## src/logic/twm_pkg.sv

```systemverilog
package twm_pkg;

   // Register byte addresses on the APB side.
   localparam logic [7:0] CTRL_OFS = 8'h00;
   localparam logic [7:0] DATA_OFS = 8'h04;
   localparam logic [7:0] STAT_OFS = 8'h08;

   // Reset values of the software-visible registers.
   localparam logic [7:0] CTRL_RST = 8'h00;
   localparam logic [7:0] DATA_RST = 8'hff;
   localparam logic [1:0] PRESC_RST = 2'h0;

   // Status codes, prescaler bits already masked to zero.
   localparam logic [7:0] ST_START     = 8'h08;
   localparam logic [7:0] ST_REP_START = 8'h10;
   localparam logic [7:0] ST_AW_ACK    = 8'h18;
   localparam logic [7:0] ST_AW_NACK   = 8'h20;
   localparam logic [7:0] ST_D_ACK     = 8'h28;
   localparam logic [7:0] ST_D_NACK    = 8'h30;
   localparam logic [7:0] ST_ARB_LOST  = 8'h38;
   localparam logic [7:0] ST_AR_ACK    = 8'h40;
   localparam logic [7:0] ST_AR_NACK   = 8'h48;
   localparam logic [7:0] ST_NO_INFO   = 8'hf8;

   // Status field mask that software applies before comparing codes.
   localparam logic [7:0] STAT_CODE_MASK = 8'hf8;

   // Bit index of the last bit in a byte frame (eight data bits and the acknowledge).
   localparam logic [3:0] ACK_BIT_IDX = 4'h8;

   // Bus timing: one serial clock period is four quarter phases.
   localparam int CLK_PERIOD_NS = 40;
   localparam int SCL_PERIOD_NS = 320;
   localparam logic [7:0] QTR_CYCLES =
      8'((SCL_PERIOD_NS + 4 * CLK_PERIOD_NS - 1) / (4 * CLK_PERIOD_NS));

   // Control register layout, most significant bit first.
   typedef struct packed {
      logic flag;
      logic ack_enable;
      logic start_req_bit;
      logic stop_req_bit;
      logic write_collision;
      logic enable;
      logic rsvd;
      logic irq_enable;
   } twm_ctrl_t;

   // Sequencer states.
   typedef enum logic [2:0] {
      S_IDLE  = 3'b000,
      S_FREE  = 3'b001,
      S_START = 3'b010,
      S_XFER  = 3'b011,
      S_HOLD  = 3'b100,
      S_STOP  = 3'b101
   } twm_state_t;

endpackage

```

## src/logic/twm_qtick.sv

```systemverilog
`timescale 1ns/1ps
// Quarter-bit enable generator; the prescaler multiplies the period by four per step.
module twm_qtick (
   input  wire logic       mclk,
   input  wire logic       rstn,
   input  wire logic       run,
   input  wire logic [1:0] presc,
   output logic            tick
);
   logic [7:0] cnt_q;
   logic [7:0] lim;

   assign lim = (twm_pkg::QTR_CYCLES << {presc, 1'b0}) - 8'h01;

   // The counter restarts whenever the sequencer is not running a bus phase.
   always_ff @(posedge mclk or negedge rstn) begin
      if (!rstn) begin
         cnt_q <= 8'h00;
         tick  <= 1'b0;
      end else if (!run) begin
         cnt_q <= 8'h00;
         tick  <= 1'b0;
      end else if (cnt_q >= lim) begin
         cnt_q <= 8'h00;
         tick  <= 1'b1;
      end else begin
         cnt_q <= cnt_q + 8'h01;
         tick  <= 1'b0;
      end
   end
endmodule // twm_qtick

```

## src/logic/twm_sync.sv

```systemverilog
`timescale 1ns/1ps
// Two-stage synchroniser for levels arriving from the bus pins.
module twm_sync #(
   parameter int W = 2
) (
   input  wire logic         mclk,
   input  wire logic         rstn,
   input  wire logic [W-1:0] d,
   output logic      [W-1:0] q
);
   logic [W-1:0] meta_q;

   // Pins idle high, so both stages reset to one.
   always_ff @(posedge mclk or negedge rstn) begin
      if (!rstn) begin
         meta_q <= '1;
         q      <= '1;
      end else begin
         meta_q <= d;
         q      <= meta_q;
      end
   end
endmodule // twm_sync

```

## src/logic/twm_top.sv

```systemverilog
// Design decisions made here: the APB interface to the registers and the placing of the registers.
`timescale 1ns/1ps
// Functional notes
// - Enabled control write with start request and flag clear issues START once bus free.
// - After START goes out, hardware sets the flag and posts status 0x08.
// - Direction bit of the address after START selects transmit or receive mode; here it only picks the read or write address codes.
// - While the flag is set the transfer is suspended until software clears it.
// - Status codes assume prescaler bits zero; software masks them before comparing.
// - After address with write and acknowledge, flag sets with 0x18, 0x20 or 0x38.
// - Data write while flag low is discarded and sets the write collision bit.
// - In 0x08, loaded address is sent after clearing flag with no start or stop.
// - In 0x10, a loaded address is sent; a read address switches to receive mode, but the code keeps transmitting the loaded byte.
// - In 0x18, a loaded data byte is sent and the slave acknowledge sampled.
// - Clearing the flag with start request only sends a repeated START.
// - Clearing with stop request only sends STOP, then hardware clears stop request.
// - Clearing with both requests sends STOP then START and clears stop request.
// - Byte load and flag clear repeat; transfer ends with STOP or repeated START.
// - After a repeated START the master keeps the bus for any slave or direction.
// - Read bit and not-acknowledge are high; write and acknowledge low; bytes are 8 bits.
// - The enable bit must be one; bus actions are ignored while disabled.
module twm_top (
   input  wire logic        mclk,
   input  wire logic        rstn,
   input  wire logic [7:0]  paddr,
   input  wire logic        psel,
   input  wire logic        penable,
   input  wire logic        pwrite,
   input  wire logic [31:0] pwdata,
   output logic      [31:0] prdata,
   output logic             pready,
   output logic             pslverr,
   input  wire logic        scl_i,
   output logic             scl_o,
   output logic             scl_oe,
   input  wire logic        sda_i,
   output logic             sda_o,
   output logic             sda_oe,
   output logic             irq
);

   twm_pkg::twm_ctrl_t  ctrl_q;
   twm_pkg::twm_state_t state_q;
   logic [7:0]          data_q;
   logic [7:0]          shift_q;
   logic [7:0]          code_q;
   logic [1:0]          presc_q;
   logic [1:0]          phase_q;
   logic [3:0]          bit_q;
   logic                is_addr_q;
   logic                is_read_q;
   logic                nack_q;
   logic                session_q;
   logic                busy_q;
   logic                scl_prev_q;
   logic                sda_prev_q;
   logic                hw_set_q;
   logic                stop_done_q;
   logic [1:0]          pin_s;
   logic                scl_s;
   logic                sda_s;
   logic                tick;
   logic                adv;
   logic                run;
   logic                setup;
   logic                wr_acc;
   logic                wr_ctrl;
   logic                wr_data;
   logic                wr_stat;
   logic [7:0]          rd_mux;

   // Address decode, used for reads, writes and the error answer.
   function automatic logic hit(input logic [7:0] addr, input logic [7:0] ofs);
      hit = (addr == ofs);
   endfunction

   // Both bus pins come from outside the clock domain.
   twm_sync #(
      .W (2)
   ) u_sync (
      .mclk (mclk),
      .rstn (rstn),
      .d    ({scl_i, sda_i}),
      .q    (pin_s)
   );

   assign scl_s = pin_s[1];
   assign sda_s = pin_s[0];

   // The quarter-bit divider only runs while a bus phase is being driven.
   assign run = (state_q == twm_pkg::S_START) || (state_q == twm_pkg::S_XFER) ||
                (state_q == twm_pkg::S_STOP);

   twm_qtick u_tick (
      .mclk  (mclk),
      .rstn  (rstn),
      .run   (run),
      .presc (presc_q),
      .tick  (tick)
   );

   // Phase two waits for the released clock line to read high, which honours clock stretching.
   assign adv = tick && ((phase_q != 2'h2) || scl_s);

   // APB strobes; every access completes with one wait-free access cycle.
   assign setup   = psel && !penable;
   assign wr_acc  = psel && penable && pwrite && pready;
   assign wr_ctrl = wr_acc && hit(paddr, twm_pkg::CTRL_OFS);
   assign wr_data = wr_acc && hit(paddr, twm_pkg::DATA_OFS);
   assign wr_stat = wr_acc && hit(paddr, twm_pkg::STAT_OFS);

   // Read selection; the status register returns code and prescaler side by side.
   always_comb begin
      rd_mux = 8'h00;
      if (hit(paddr, twm_pkg::CTRL_OFS)) begin
         rd_mux = ctrl_q;
      end else if (hit(paddr, twm_pkg::DATA_OFS)) begin
         rd_mux = data_q;
      end else if (hit(paddr, twm_pkg::STAT_OFS)) begin
         rd_mux = (code_q & twm_pkg::STAT_CODE_MASK) | {6'h00, presc_q};
      end
   end

   // The answer is prepared in the setup cycle so that every APB output comes from a flop.
   always_ff @(posedge mclk or negedge rstn) begin
      if (!rstn) begin
         pready  <= 1'b0;
         pslverr <= 1'b0;
         prdata  <= 32'h0000_0000;
      end else begin
         pready  <= setup;
         pslverr <= setup && !(hit(paddr, twm_pkg::CTRL_OFS) || hit(paddr, twm_pkg::DATA_OFS) ||
                               hit(paddr, twm_pkg::STAT_OFS));
         if (setup) begin
            prdata <= {24'h00_0000, rd_mux};
         end
      end
   end

   // Interrupt flag: hardware set wins over a software clear in the same cycle.
   always_ff @(posedge mclk or negedge rstn) begin
      if (!rstn) begin
         ctrl_q.flag <= 1'b0;
      end else if (hw_set_q) begin
         ctrl_q.flag <= 1'b1;
      end else if (wr_ctrl && pwdata[7]) begin
         ctrl_q.flag <= 1'b0;
      end
   end

   // Plain control fields written by software.
   always_ff @(posedge mclk or negedge rstn) begin
      if (!rstn) begin
         ctrl_q.ack_enable    <= twm_pkg::CTRL_RST[6];
         ctrl_q.start_req_bit <= twm_pkg::CTRL_RST[5];
         ctrl_q.enable        <= twm_pkg::CTRL_RST[2];
         ctrl_q.rsvd          <= twm_pkg::CTRL_RST[1];
         ctrl_q.irq_enable    <= twm_pkg::CTRL_RST[0];
      end else if (wr_ctrl) begin
         ctrl_q.ack_enable    <= pwdata[6];
         ctrl_q.start_req_bit <= pwdata[5];
         ctrl_q.enable        <= pwdata[2];
         ctrl_q.rsvd          <= 1'b0;
         ctrl_q.irq_enable    <= pwdata[0];
      end
   end

   // The stop request clears itself once the STOP condition is on the bus.
   // A software write in the same cycle is kept, as it carries the newer intent.
   always_ff @(posedge mclk or negedge rstn) begin
      if (!rstn) begin
         ctrl_q.stop_req_bit <= twm_pkg::CTRL_RST[4];
      end else if (wr_ctrl) begin
         ctrl_q.stop_req_bit <= pwdata[4];
      end else if (stop_done_q) begin
         ctrl_q.stop_req_bit <= 1'b0;
      end
   end

   // Data register and write collision; a late write never reaches the shifter.
   always_ff @(posedge mclk or negedge rstn) begin
      if (!rstn) begin
         data_q                 <= twm_pkg::DATA_RST;
         ctrl_q.write_collision <= twm_pkg::CTRL_RST[3];
      end else if (wr_data) begin
         if (ctrl_q.flag) begin
            data_q                 <= pwdata[7:0];
            ctrl_q.write_collision <= 1'b0;
         end else begin
            ctrl_q.write_collision <= 1'b1;
         end
      end
   end

   // Prescaler bits are the only writable part of the status register.
   always_ff @(posedge mclk or negedge rstn) begin
      if (!rstn) begin
         presc_q <= twm_pkg::PRESC_RST;
      end else if (wr_stat) begin
         presc_q <= pwdata[1:0];
      end
   end

   // Bus-free tracking from START and STOP seen on the synchronised lines.
   always_ff @(posedge mclk or negedge rstn) begin
      if (!rstn) begin
         scl_prev_q <= 1'b1;
         sda_prev_q <= 1'b1;
         busy_q     <= 1'b0;
      end else begin
         scl_prev_q <= scl_s;
         sda_prev_q <= sda_s;
         if (scl_s && scl_prev_q && sda_prev_q && !sda_s) begin
            busy_q <= 1'b1;
         end else if (scl_s && scl_prev_q && !sda_prev_q && sda_s) begin
            busy_q <= 1'b0;
         end
      end
   end

   // Interrupt request follows the flag gated by its enable.
   always_ff @(posedge mclk or negedge rstn) begin
      if (!rstn) begin
         irq <= 1'b0;
      end else begin
         irq <= ctrl_q.flag && ctrl_q.irq_enable;
      end
   end

   // Open-drain pins only ever pull low, so the driven level is a constant zero.
   always_ff @(posedge mclk or negedge rstn) begin
      if (!rstn) begin
         scl_o <= 1'b0;
         sda_o <= 1'b0;
      end else begin
         scl_o <= 1'b0;
         sda_o <= 1'b0;
      end
   end

   // Bus sequencer. Each bus phase ends on a quarter tick; the clock line is held low
   // in the hold state, which is what suspends the slave while software decides.
   always_ff @(posedge mclk or negedge rstn) begin
      if (!rstn) begin
         state_q     <= twm_pkg::S_IDLE;
         phase_q     <= 2'h0;
         bit_q       <= 4'h0;
         shift_q     <= 8'h00;
         is_addr_q   <= 1'b0;
         is_read_q   <= 1'b0;
         nack_q      <= 1'b0;
         session_q   <= 1'b0;
         code_q      <= twm_pkg::ST_NO_INFO;
         scl_oe      <= 1'b0;
         sda_oe      <= 1'b0;
         hw_set_q    <= 1'b0;
         stop_done_q <= 1'b0;
      end else begin
         hw_set_q    <= 1'b0;
         stop_done_q <= 1'b0;
         if (!ctrl_q.enable) begin
            // Disabled: release both lines and drop any transfer in flight.
            state_q   <= twm_pkg::S_IDLE;
            phase_q   <= 2'h0;
            session_q <= 1'b0;
            scl_oe    <= 1'b0;
            sda_oe    <= 1'b0;
         end else begin
            case (state_q)
               twm_pkg::S_IDLE: begin
                  // A flag still being set by hardware counts as set, so no START slips out after a loss.
                  if (ctrl_q.start_req_bit && !ctrl_q.flag && !hw_set_q) begin
                     state_q <= twm_pkg::S_FREE;
                  end
               end
               twm_pkg::S_FREE: begin
                  if (!busy_q) begin
                     state_q <= twm_pkg::S_START;
                     phase_q <= 2'h0;
                  end
               end
               twm_pkg::S_START: begin
                  // Release data, release clock, pull data low while clock high, pull clock.
                  if (adv) begin
                     phase_q <= phase_q + 2'h1;
                     case (phase_q)
                        2'h0: sda_oe <= 1'b0;
                        2'h1: scl_oe <= 1'b0;
                        2'h2: sda_oe <= 1'b1;
                        default: begin
                           scl_oe    <= 1'b1;
                           state_q   <= twm_pkg::S_HOLD;
                           hw_set_q  <= 1'b1;
                           session_q <= 1'b1;
                           code_q    <= session_q ? twm_pkg::ST_REP_START : twm_pkg::ST_START;
                        end
                     endcase
                  end
               end
               twm_pkg::S_XFER: begin
                  if (adv) begin
                     phase_q <= phase_q + 2'h1;
                     case (phase_q)
                        2'h0: begin
                           // A one is sent by releasing the line; the acknowledge slot is released.
                           sda_oe <= (bit_q == twm_pkg::ACK_BIT_IDX) ? 1'b0 : !shift_q[7];
                        end
                        2'h1: scl_oe <= 1'b0;
                        2'h2: begin
                           if (bit_q == twm_pkg::ACK_BIT_IDX) begin
                              nack_q <= sda_s;
                           end else if (shift_q[7] && !sda_s) begin
                              // Another master pulled a released line low: give up the bus.
                              state_q   <= twm_pkg::S_IDLE;
                              scl_oe    <= 1'b0;
                              sda_oe    <= 1'b0;
                              session_q <= 1'b0;
                              hw_set_q  <= 1'b1;
                              code_q    <= twm_pkg::ST_ARB_LOST;
                           end else begin
                              shift_q <= {shift_q[6:0], 1'b0};
                           end
                        end
                        default: begin
                           scl_oe <= 1'b1;
                           if (bit_q == twm_pkg::ACK_BIT_IDX) begin
                              state_q  <= twm_pkg::S_HOLD;
                              hw_set_q <= 1'b1;
                              if (!is_addr_q) begin
                                 code_q <= nack_q ? twm_pkg::ST_D_NACK : twm_pkg::ST_D_ACK;
                              end else if (is_read_q) begin
                                 code_q <= nack_q ? twm_pkg::ST_AR_NACK : twm_pkg::ST_AR_ACK;
                              end else begin
                                 code_q <= nack_q ? twm_pkg::ST_AW_NACK : twm_pkg::ST_AW_ACK;
                              end
                           end else begin
                              bit_q <= bit_q + 4'h1;
                           end
                        end
                     endcase
                  end
               end
               twm_pkg::S_HOLD: begin
                  // Nothing moves on the bus until software clears the flag; the set pulse is still in flight
                  // in the first hold cycle, so it is waited for as well.
                  if (!ctrl_q.flag && !hw_set_q) begin
                     phase_q <= 2'h0;
                     if (ctrl_q.stop_req_bit) begin
                        state_q <= twm_pkg::S_STOP;
                     end else if (ctrl_q.start_req_bit) begin
                        state_q <= twm_pkg::S_START;
                     end else begin
                        // After a START the loaded byte is an address; its low bit is the direction.
                        state_q   <= twm_pkg::S_XFER;
                        bit_q     <= 4'h0;
                        shift_q   <= data_q;
                        is_addr_q <= (code_q == twm_pkg::ST_START) || (code_q == twm_pkg::ST_REP_START);
                        if ((code_q == twm_pkg::ST_START) || (code_q == twm_pkg::ST_REP_START)) begin
                           is_read_q <= data_q[0];
                        end
                     end
                  end
               end
               twm_pkg::S_STOP: begin
                  // Pull data low, release clock, release data while clock high.
                  if (adv) begin
                     phase_q <= phase_q + 2'h1;
                     case (phase_q)
                        2'h0: sda_oe <= 1'b1;
                        2'h1: scl_oe <= 1'b0;
                        2'h2: sda_oe <= 1'b0;
                        default: begin
                           stop_done_q <= 1'b1;
                           session_q   <= 1'b0;
                           code_q      <= twm_pkg::ST_NO_INFO;
                           // A pending start request follows the STOP at once.
                           state_q     <= ctrl_q.start_req_bit ? twm_pkg::S_FREE : twm_pkg::S_IDLE;
                        end
                     endcase
                  end
               end
               default: begin
                  state_q <= twm_pkg::S_IDLE;
                  scl_oe  <= 1'b0;
                  sda_oe  <= 1'b0;
               end
            endcase
         end
      end
   end

endmodule // twm_top
```

## config.mk

```make
export PLATFORM = sky130hd
export DESIGN_NAME = twm_top
export DESIGN_NICKNAME = d
export VERILOG_FILES = /design/src/logic/twm_pkg.sv /design/src/logic/twm_qtick.sv /design/src/logic/twm_sync.sv /design/src/logic/twm_top.sv
export SDC_FILE = /design/constraint.sdc
export NUM_CORES = 1
export LEC_CHECK = 0
export BUFFER_PORTS_ARGS = -buffer_cell sky130_fd_sc_hd__buf_2
export CORE_ASPECT_RATIO = 1.75
export CORE_UTILIZATION = 30
export DETAILED_ROUTE_END_ITERATION = 12
export PLACE_DENSITY_LB_ADDON = 0.2
export SYNTH_ARGS = -nofsm -noshare
export SYNTH_HDL_FRONTEND = slang
export SYNTH_SLANG_ARGS = --single-unit
```

## constraint.sdc

```tcl
create_clock -name mclk -period 4 [get_ports mclk]
set_input_delay 0.2 -clock mclk [delete_from_list [all_inputs] [get_ports mclk]]
set_output_delay 0.2 -clock mclk [all_outputs]
set_load 0.005 [all_outputs]
```

==> results.sh, run 1 <==
export IMPL_postRouteAntennaNets=0
export IMPL_first_iter_violations=198
export IMPL_die_height_um=159
export IMPL_yosysSeqAreaShare_pct=44.2
export IMPL_synth_compound_area_share_pct=13.9
export IMPL_grt_antenna_before_repair=0
export IMPL_crit_required_ns=4.26
export IMPL_critPathMaxStageDelay_ns=0.64
export IMPL_final_common_cell="dfrtp_1"
export IMPL_synth_top_family_by_area="simple AND/OR/NAND/NOR gates"
export IMPL_hold_slack_ns=-0.0111
export IMPL_path_buf_inv=1
export IMPL_synth_edf_count=0
export IMPL_ys_ff_latch=74
export IMPL_arrival_ns=2.85
export IMPL_synth_cell_types=62
export IMPL_cellPowerDensity_nw_per_um2=524
export IMPL_die_area_sq_um=14700
export IMPL_path_max_fanout=14
export IMPL_final_fill_count=1456
export IMPL_crit_end="code_q[3]$_DFFE_PN1P_"
export IMPL_max_freq_mhz=386
export IMPL_cap_violations=0
export IMPL_yosys_area_top_type="dfrtp_1"
export IMPL_setup_tns_ns=0
export IMPL_holdCritPathClass="input pin to asynchronous set/reset pin"
export IMPL_routed_wl_mm=10.5
export IMPL_final_cell_area_sq_um=4810
export IMPL_grt_start_max_net_pins=75
export IMPL_path_delay_family="simple AND/OR/NAND/NOR gates"
export IMPL_cp_depth=7
export IMPL_syn_to_final_growth_pct=13.1
export IMPL_finalCritPeriodShare_pct=64.7
export IMPL_p_leak_nw=2.25
export IMPL_r2r_end="code_q[3]$_DFFE_PN1P_"
export IMPL_synthCells=446
export IMPL_hpwlAfterDp_mm=7.87
export IMPL_finClkSkew_ns=0.00730
export IMPL_ctsResizeCount=0
export IMPL_final_cell_mix="dfrtp_1 (55), nand2_1 (54), buf_2 (34)"
export IMPL_gp_congestion=0.868
export IMPL_tritoncts="done"
export IMPL_slowest_stage="nor3b_1"
export IMPL_wl_per_cell_um=15.9
export IMPL_clkLatencyLatePin_ns=0.33
export IMPL_r2r_start="phase_q[0]$_DFFE_PN0P_"
export IMPL_crit_top_cell="nand3_1"
export IMPL_antenna_cells=0
export IMPL_placed_area_sq_um=4480
export IMPL_irDropWorstVdd_mv=0.198
export IMPL_synthXorXnorAreaFrac_pct=1.44
export IMPL_grt_pass1_vias=3402
export IMPL_hold_viol_final=9
export IMPL_slew_headroom_pct=32.1
export IMPL_grtUsageTotal_pct=15.3
export IMPL_path_clk_slew_ns=0.06
export IMPL_grt_pass1_wl_mm=17.5
export IMPL_die_w_um=92.0
export IMPL_period_needed_ns=2.59
export IMPL_num_vias=3306
export IMPL_ff2ff_setup_slack_ns=1.41
export IMPL_utilization_pct=34.7
export IMPL_rows=57
export IMPL_yosysWarnings=0
export IMPL_slew_viol_final=0
export IMPL_cts_root_buf="clkbuf_16"
export IMPL_final_nets=538
export IMPL_dr_pass1_iters=5
export IMPL_seq_area_sq_um=1880
export IMPL_setup_viol=0
export IMPL_portBuffers=35
export IMPL_critPathKind="register to register"
export IMPL_critical_path_cell_chain="inv_1, ha_1, nor3b_1, nand3_1, nand3_1, or3_1, mux2_2"
export IMPL_synthFlopType="dfrtp_1"
export IMPL_crit_path_end_kind="register"
export IMPL_synth_area_sq_um=4250
export IMPL_avgSynthCellArea_sq_um=9.52
export IMPL_outcome="finished, violations left"
export IMPL_grt_ovfl_total=0
export IMPL_rsz0062_at_grt="false"
export IMPL_cts_buffers=9
export IMPL_coreArea_sq_um=13800
export IMPL_start_util_pct=30.7
export IMPL_cts_sinks=74
export IMPL_violations="negative hold slack"
export IMPL_synth_area_leaders="dfrtp_1 (32%), dfstp_2 (12%), mux2_2 (6.1%)"
export IMPL_worstMarginPinSlew_ns=1.01
export IMPL_synthAdderAreaFrac_pct=4.12
export IMPL_clockBufferDepth=2
export IMPL_reg2regPathDepth=7
export IMPL_avgViaCountPerCell=5.02
export IMPL_drive_above_1_share_pct=22.6
export IMPL_synthMuxAreaShare_pct=8.34
export IMPL_finalPower_mw=2.52
export IMPL_drc_errors=0
export IMPL_cts_htree_levels=3
export IMPL_synth_top_cell_area_share_pct=32.4
export IMPL_yosys_area_share_simple_pct=19.6
export IMPL_pin_count=86
export IMPL_async_flop_share_pct=100
export IMPL_multiInputGateArea_sq_um=2120
export IMPL_critPathLaunch="phase_q[0]$_DFFE_PN0P_"
export IMPL_startpoint_type="register"
-- registers in the layout, summed over array words and instances (netlist names), 3 cells and up --
name / cells
ctrl_q: 7
state_q: 3
u_tick.cnt_q: 8
code_q: 5
shift_q: 8
bit_q: 4
prdata: 8
data_q: 8
-- report_power, final --
group / internal (mW) / switching, mW
Combinational: 0.290 / 0.440
Sequential: 0.836 / 0.141
Clock: 0.500 / 0.313
-- per-stage QoR --
stage	setup WS (ns)	cells	hold slack, ns
final	1.41	659	-0.0111
after global routing	1.26	659	0.0839
after CTS	1.51	659	0.0592
after detailed placement	1.52	641	0.306
after global placement	1.52	641	0.307
after floorplan	1.94	471	-0.0956
-- synth_stat cells (5+ instances only) --
master / count
a21oi_1: 22
nor3_1: 11
nand2b_1: 9
inv_1: 20
o21ai_0: 22
nand3_1: 19
a31oi_1: 7
dfrtp_1: 55
clkbuf_1: 13
ha_1: 14
xor2_1: 5
mux2i_1: 8
a21o_1: 5
nor2_1: 31
dfstp_2: 19
nand2_1: 54
mux2_2: 23
buf_4: 28
-- timing repair --
item | in CTS | in global routing
buffers inserted | 0 | 0
setup endpoints to repair | 0 | 0
hold buffers | 2 | 0
hold endpoints to repair | 2 | 0
-- cells by family (layout without fill, tap and decap cells) --
kind of cell | Yosys count | count (layout)
other cells | 2 | 27
simple gates | 164 | 164
mux | 32 | 32
flops | 74 | 74
xor+xnor | 7 | 7
fa+ha+maj | 14 | 14
buf+inv | 64 | 75
compound gates | 89 | 89
-- worst min path at each step --
stage                                  to  slack [ns]  cells after the start
2_1_floorplan        bit_q[0]$_DFFE_PN0P_        -0.1                      0
3_3_place_gp   u_sync.meta_q[0]$_DFF_PN1_        0.31                      1
3_5_place_dp   u_sync.meta_q[0]$_DFF_PN1_        0.31                      1
4_1_cts                sda_oe$_DFFE_PN0P_        0.06                      1
5_1_grt                sda_oe$_DFFE_PN0P_        0.08                      1
6_report               sda_oe$_DFFE_PN0P_       -0.01                      1
-- final cells by class --
cell class                      count  area share [%]
Inverter                           20            1.56
Clock inverter                      6            1.35
Clock buffer                       10            4.97
Timing Repair Buffer               39            4.43
Sequential cell                    74            39.0
Tap cell                          177            4.61
Multi-Input combinational cell    333            44.1
-- layer usage --
layer | vias up | share of wire, % | track usage [%]
met1 | 1615 | 39 | 16.3
met5 | - | 0 | 0
met2 | 92 | 54 | 27.6
li1 | 1578 | - | -
met3 | 21 | 3.1 | 3.20
met4 | 0 | 3.9 | 8.31
No activity file was read; power rests on OpenSTA's default activity.
==> inputs of run 2 (changes only) <==
--- a/config.mk
+++ b/config.mk
@@ -5,6 +5,7 @@
 export SDC_FILE = /design/constraint.sdc
 export NUM_CORES = 1
 export LEC_CHECK = 0
+export ABC_AREA = 1
 export BUFFER_PORTS_ARGS = -buffer_cell sky130_fd_sc_hd__buf_2
 export CORE_ASPECT_RATIO = 1.75
 export CORE_UTILIZATION = 30
==> constraint.sdc (replaced) <==
create_clock -name mclk -period 2.5 [get_ports mclk]
set_input_delay 0.125 -clock mclk [delete_from_list [all_inputs] [get_ports mclk]]
set_output_delay 0.125 -clock mclk [all_outputs]
set_load 0.005 [all_outputs]
==> run 2 against run 1 <==
  * The run now ends clean
  * Highest routed layer unchanged
  * Largest power group unchanged
  * Via count grew 13%
  * Clock skew grew 0.0024 ns
  * Largest cell class unchanged
  * Setup slack got worse by 0.81 ns
  * Final cell count up 22%
  * Fmax is 36% higher
  * Power increased by 88%
  * Global-route usage grew 0.30 points
==> results.sh, run 2 <==
export IMPL_outcome="finished clean"
export IMPL_grt_start_max_net_pins=75
export IMPL_fin_cells=805
export IMPL_setup_tns_ns=0
export IMPL_grt_pass1_wl_mm=18.0
export IMPL_coreArea_sq_um=14400
export IMPL_die_area_sq_um=15300
export IMPL_synth_cell_types=41
export IMPL_hold_path_cell_count=3
export IMPL_worstMarginPinSlew_ns=0.959
export IMPL_min_to="data_q[7]$_DFFE_PN1P_"
export IMPL_cts_buffers=9
export IMPL_synthFlopType="dfrtp_1"
export IMPL_slew_headroom_pct=36.1
export IMPL_grtUsageTotal_pct=15.6
export IMPL_synth_most_common_cell="nand2_1"
export IMPL_tritoncts="done"
export IMPL_hp_start="pwdata[7]"
export IMPL_setup_viol=0
export IMPL_r2r_start="bit_q[0]$_DFFE_PN0P_"
export IMPL_crit_path_end_kind="register"
export IMPL_slowest_stage="o21ai_1"
export IMPL_reg2regPathDepth=8
export IMPL_synth_top_cell_area_share_pct=31.0
export IMPL_synth_area_leaders="dfrtp_1 (31%), nand2_1 (13%), dfstp_2 (11%)"
export IMPL_cap_violations=0
export IMPL_num_vias=3749
export IMPL_grt_ovfl_total=0
export IMPL_slew_viol_final=0
export IMPL_avgViaCountPerCell=4.66
export IMPL_async_flop_share_pct=100
export IMPL_drc_errors=0
export IMPL_grt_antenna_before_repair=0
export IMPL_final_cell_mix="nand2_1 (159), inv_1 (62), nor2_1 (61)"
export IMPL_rsz0062_at_grt="false"
export IMPL_cts_root_buf="clkbuf_16"
export IMPL_p_leak_nw=2.60
export IMPL_hpwlAfterDp_mm=8.40
export IMPL_yosys_area_top_type="dfrtp_1"
export IMPL_finalCritPeriodShare_pct=76.1
export IMPL_routed_wl_mm=11.1
export IMPL_arrival_ns=2.16
export IMPL_finClkSkew_ns=0.00970
export IMPL_antenna_cells=0
export IMPL_die_w_um=94.0
export IMPL_yosysSeqAreaShare_pct=42.2
export IMPL_crit_top_cell="nand2_1"
export IMPL_dr_pass1_iters=4
export IMPL_synthCells=576
export IMPL_max_freq_mhz=526
export IMPL_synth_area_sq_um=4450
export IMPL_synth_edf_count=0
export IMPL_r2r_end="code_q[4]$_DFFE_PN1P_"
export IMPL_ff2ff_setup_slack_ns=0.60
export IMPL_cts_sinks=74
export IMPL_cts_htree_levels=3
export IMPL_die_height_um=163
export IMPL_critPathMaxStageDelay_ns=0.47
export IMPL_rows=58
export IMPL_final_common_cell="nand2_1"
export IMPL_wl_per_cell_um=13.8
export IMPL_start_util_pct=30.8
export IMPL_pin_count=86
export IMPL_portBuffers=35
export IMPL_syn_to_final_growth_pct=14.9
export IMPL_post_cts_buffers=0
export IMPL_clkLatencyLatePin_ns=0.34
export IMPL_path_max_fanout=8
export IMPL_dp_cells=785
export IMPL_ys_ff_latch=74
export IMPL_clockBufferDepth=2
export IMPL_path_clk_slew_ns=0.06
export IMPL_gp_congestion=0.846
export IMPL_final_nets=681
export IMPL_postRouteAntennaNets=0
export IMPL_avgSynthCellArea_sq_um=7.72
export IMPL_drive_above_1_share_pct=17.4
export IMPL_cellPowerDensity_nw_per_um2=929
export IMPL_holdCritPathClass="input pin to register"
export IMPL_first_iter_violations=205
export IMPL_period_needed_ns=1.90
export IMPL_crit_required_ns=2.76
export IMPL_netlist_top_cells_count="nand2_1 (159), inv_1 (62), nor2_1 (61)"
export IMPL_ctsResizeCount=0
export IMPL_yosysWarnings=0
export IMPL_grt_pass1_vias=3589
export IMPL_startpoint_type="register"
export IMPL_hold_viol_final=0
export IMPL_irDropWorstVdd_mv=0.445
export IMPL_critical_path_cell_chain="inv_1, ha_1, nand3_1, a21oi_1, o21ai_1, nand2_2, nand2_1, nand2_1"
export IMPL_critPathKind="register to register"
==> run 2: cell count changes in the layout (fill, tap and decap cells not counted), sizes merged, moves of 8 or more <==
cell    delta
nand2b    -10
mux2i      -8
nand2    +112
nor2      +36
nand3     +38
o21ai      +9
inv       +43
mux2      -24
o21a       +8
nor3       -9
==> run 2: cell type report <==
class                   instances  area (sq um)
clock buffers                  10           239
clock inverters                 6           113
fillers                      1513          9340
inverters                      64           240
multi-input cells             425          2140
flip-flops and latches         74          1880
well taps                     180           225
repair buffers                 46           270
==> run 2: worst max path at each step <==
stage	slack (ns)	startpoint	end
global placement	0.66	phase_q[0]$_DFFE_PN0P_	code_q[7]$_DFFE_PN1P_
detailed placement	0.63	phase_q[0]$_DFFE_PN0P_	code_q[6]$_DFFE_PN1P_
floorplan	0.85	phase_q[0]$_DFFE_PN0P_	code_q[3]$_DFFE_PN1P_
global route	0.39	phase_q[0]$_DFFE_PN0P_	code_q[7]$_DFFE_PN1P_
finish	0.60	bit_q[0]$_DFFE_PN0P_	code_q[4]$_DFFE_PN1P_
CTS	0.61	phase_q[0]$_DFFE_PN0P_	code_q[4]$_DFFE_PN1P_
==> run 2: critical path: cells and delay by family (launching register included) <==
kind | cells | cell delay, ns
AO/OA/AOI/OAI | 2 | 0.58
adder cells (fa/ha/maj) | 1 | 0.21
buffers and inverters | 1 | 0.07
flip-flops | 1 | 0.42
AND/OR/NAND/NOR | 4 | 0.56
==> run 2: kinds of logic after synthesis <==
group | after synthesis | synth area share, %
AO/OA/AOI/OAI | 70 | 10.0
XOR/XNOR | 8 | 1.58
adder cells (fa/ha/maj) | 14 | 3.94
buffers and inverters | 102 | 11.7
flip-flops | 74 | 42.2
other | 2 | 0.169
AND/OR/NAND/NOR | 306 | 30.4
==> run 2: layer usage <==
layer  up-vias  GRT usage, %  part of all wire [%]
met2        93          28.0                    54
met1      1757          17.1                    39
met3        28          2.09                   2.4
li1       1871             -                     -
met5         -             0                     0
met4         0          9.16                   4.4
==> run 2: repair_timing <==
item | in CTS | in global routing
endpoints found under the setup margin | 0 | 0
hold buffers | 4 | 0
hold endpoints to repair | 35 | 0
==> run 2: metrics by stage <==
stage | total power [mW] | worst slack, ns | area, sq um | util, % | hold WS (ns)
after detailed placement | 3.22 | 0.626 | 4710 | 32.6 | 0.234
after CTS | 4.79 | 0.611 | 5110 | 35.4 | 0.00828
after floorplan | 2.83 | 0.855 | 4540 | - | -0.171
after global placement | 3.19 | 0.656 | 4710 | 32.6 | 0.232
after global routing | 5.07 | 0.392 | 5110 | 35.4 | 0.0154
final | 4.74 | 0.598 | 5110 | 35.4 | 0.0168
==> run 2: power breakdown <==
group          switching [mW]  total, mW  leakage (nW)  internal (mW)
Combinational            1.02       1.57          1.51          0.551
Clock                   0.533       1.54         0.173           1.01
Sequential              0.205       1.63         0.910           1.42
Total                    1.76       4.74          2.60           2.98
==> inputs of run 3 (changes only) <==
==> constraint.sdc (replaced) <==
create_clock -name mclk -period 1.8 [get_ports mclk]
set_input_delay 0.09 -clock mclk [delete_from_list [all_inputs] [get_ports mclk]]
set_output_delay 0.09 -clock mclk [all_outputs]
set_load 0.005 [all_outputs]
==> run 3 against run 2 <==
  * Core utilization is 1.2 points higher
  * Highest routed layer unchanged
  * Non-clock buffer count is 23 higher
  * Wire length is 2.4% higher
  * Fmax is 15% higher
  * Combinational power is 54% higher
  * Via count is 2.5% higher
  * Register-to-register slack worse by 0.45 ns
  * Critical path type unchanged
  * Global-route usage is 0.31 points higher
  * Hold slack better by 0.010 ns
==> results.sh, run 3 (synthesis results as in run 2) <==
export IMPL_outcome="finished clean"
export IMPL_dr_pass1_iters=5
export IMPL_rows=58
export IMPL_cts_htree_levels=3
export IMPL_final_cell_area_sq_um=5280
export IMPL_ff2ff_setup_slack_ns=0.14
export IMPL_hold_viol_final=0
export IMPL_portBuffers=35
export IMPL_final_common_cell="nand2_1"
export IMPL_slew_viol_final=0
export IMPL_first_iter_violations=181
export IMPL_route_met3_wl_um=271
export IMPL_top_layer="met4"
export IMPL_cts_root_buf="clkbuf_16"
export IMPL_holdCritPathClass="input pin to register"
export IMPL_reg2regPathDepth=10
export IMPL_critPathKind="register to register"
export IMPL_syn_to_final_growth_pct=18.7
export IMPL_cts_sinks=74
export IMPL_r2r_start="state_q[1]$_DFFE_PN0P_"
export IMPL_num_vias=3841
export IMPL_max_freq_mhz=604
export IMPL_die_area_sq_um=15300
export IMPL_path_max_fanout=8
export IMPL_clockBufferDepth=2
export IMPL_crit_path_end_kind="register"
export IMPL_grt_pass1_wl_mm=18.6
export IMPL_die_height_um=163
export IMPL_cts_buffers=9
export IMPL_final_nets=705
export IMPL_hold_path_cell_count=3
export IMPL_met2WireLength_mm=6.27
export IMPL_gp_congestion=0.855
export IMPL_path_clk_slew_ns=0.06
export IMPL_period_needed_ns=1.66
export IMPL_pin_count=86
export IMPL_setup_tns_ns=0
export IMPL_hp_start="pwdata[5]"
export IMPL_avgViaCountPerCell=4.63
export IMPL_grt_pass1_vias=3740
export IMPL_r2r_end="code_q[7]$_DFFE_PN1P_"
export IMPL_cap_violations=0
export IMPL_startpoint_type="register"
export IMPL_post_cts_buffers=0
export IMPL_fin_ws_ns=0.143
export IMPL_antenna_cells=0
export IMPL_arrival_ns=1.93
export IMPL_hpwlAfterDp_mm=8.75
export IMPL_met1_length_mm=4.42
export IMPL_irDropWorstVdd_mv=0.572
export IMPL_finalCritPeriodShare_pct=92.0
export IMPL_cellPowerDensity_nw_per_um2=1210
export IMPL_postRouteAntennaNets=0
export IMPL_final_cell_mix="nand2_1 (159), inv_1 (60), nor2_1 (58)"
export IMPL_grt_ovfl_total=0
export IMPL_finClkSkew_ns=0.00780
export IMPL_grt_start_max_net_pins=41
export IMPL_p_leak_nw=2.67
export IMPL_grt_antenna_before_repair=0
export IMPL_setup_viol=0
export IMPL_drc_errors=0
export IMPL_coreArea_sq_um=14400
export IMPL_rsz0062_at_grt="false"
export IMPL_die_w_um=94.0
export IMPL_start_util_pct=30.8
export IMPL_wl_per_cell_um=13.7
export IMPL_finalPower_mw=6.39
export IMPL_placed_area_sq_um=4850
export IMPL_crit_required_ns=2.07
export IMPL_routed_wl_mm=11.4
export IMPL_hold_slack_ns=0.0271
export IMPL_drive_above_1_share_pct=21.0
export IMPL_tritoncts="done"
export IMPL_min_to="data_q[5]$_DFFE_PN1P_"
export IMPL_clkLatencyLatePin_ns=0.34
export IMPL_pre_cts_slack_ns=0.0392
export IMPL_grtUsageTotal_pct=15.9
## run 3: final cells by class
class / instances / area (sq um)
fillers: 1500 / 9160
inverters: 64 / 240
flip-flops and latches: 74 / 1880
repair buffers: 69 / 470
clock buffers: 9 / 225
multi-input cells: 426 / 2180
well taps: 180 / 225
clock inverters: 7 / 58.8
## run 3: how the worst max path moves through the flow
stage                           startpoint                endpoint  depth (start not counted)
floorplan           phase_q[0]$_DFFE_PN0P_   code_q[3]$_DFFE_PN1P_                         10
global placement    state_q[1]$_DFFE_PN0P_   code_q[7]$_DFFE_PN1P_                         10
detailed placement  phase_q[0]$_DFFE_PN0P_  shift_q[3]$_DFFE_PN0P_                          9
CTS                 phase_q[0]$_DFFE_PN0P_  shift_q[3]$_DFFE_PN0P_                          9
global route        state_q[1]$_DFFE_PN0P_   code_q[4]$_DFFE_PN1P_                         10
finish              state_q[1]$_DFFE_PN0P_   code_q[7]$_DFFE_PN1P_                         10
## run 3: worst max-delay path, stage by stage, from the launching register on
cell and delay [ns]:
dfrtp_2 0.47, inv_2 0.11, nand3_4 0.13, nand2_4 0.14, nand2_1 0.12, inv_1 0.13
nand2_1 0.10, nor2_4 0.16, nand2_2 0.12, nand2_1 0.07, nand2_1 0.05
## run 3: metal layers
metal  global-route usage (%)  up-vias
met5                        0        -
met4                     8.32        0
met3                     2.23       25
met2                     29.2       88
met1                     17.3     1806
li1                         -     1922
## run 3: per-stage QoR
step | std cells | utilization, %
3_5_place_dp | 802 | 33.6
4_1_cts | 828 | 36.3
5_1_grt | 829 | 36.5
3_3_place_gp | 802 | 33.6
2_1_floorplan | 601 | -
6_report | 829 | 36.5
## run 3: repair_timing
item,4_1_cts,5_1_grt
hold buffers,10,0
resized for setup,0,11
endpoints found under the setup margin,0,25
hold endpoints to repair,34,0
## run 3: power breakdown
group	leakage, nW	switching (mW)	internal (mW)
Sequential	0.908	0.260	1.98
Combinational	1.63	1.51	0.897
Clock	0.133	0.788	0.956
Total	2.67	2.56	3.83
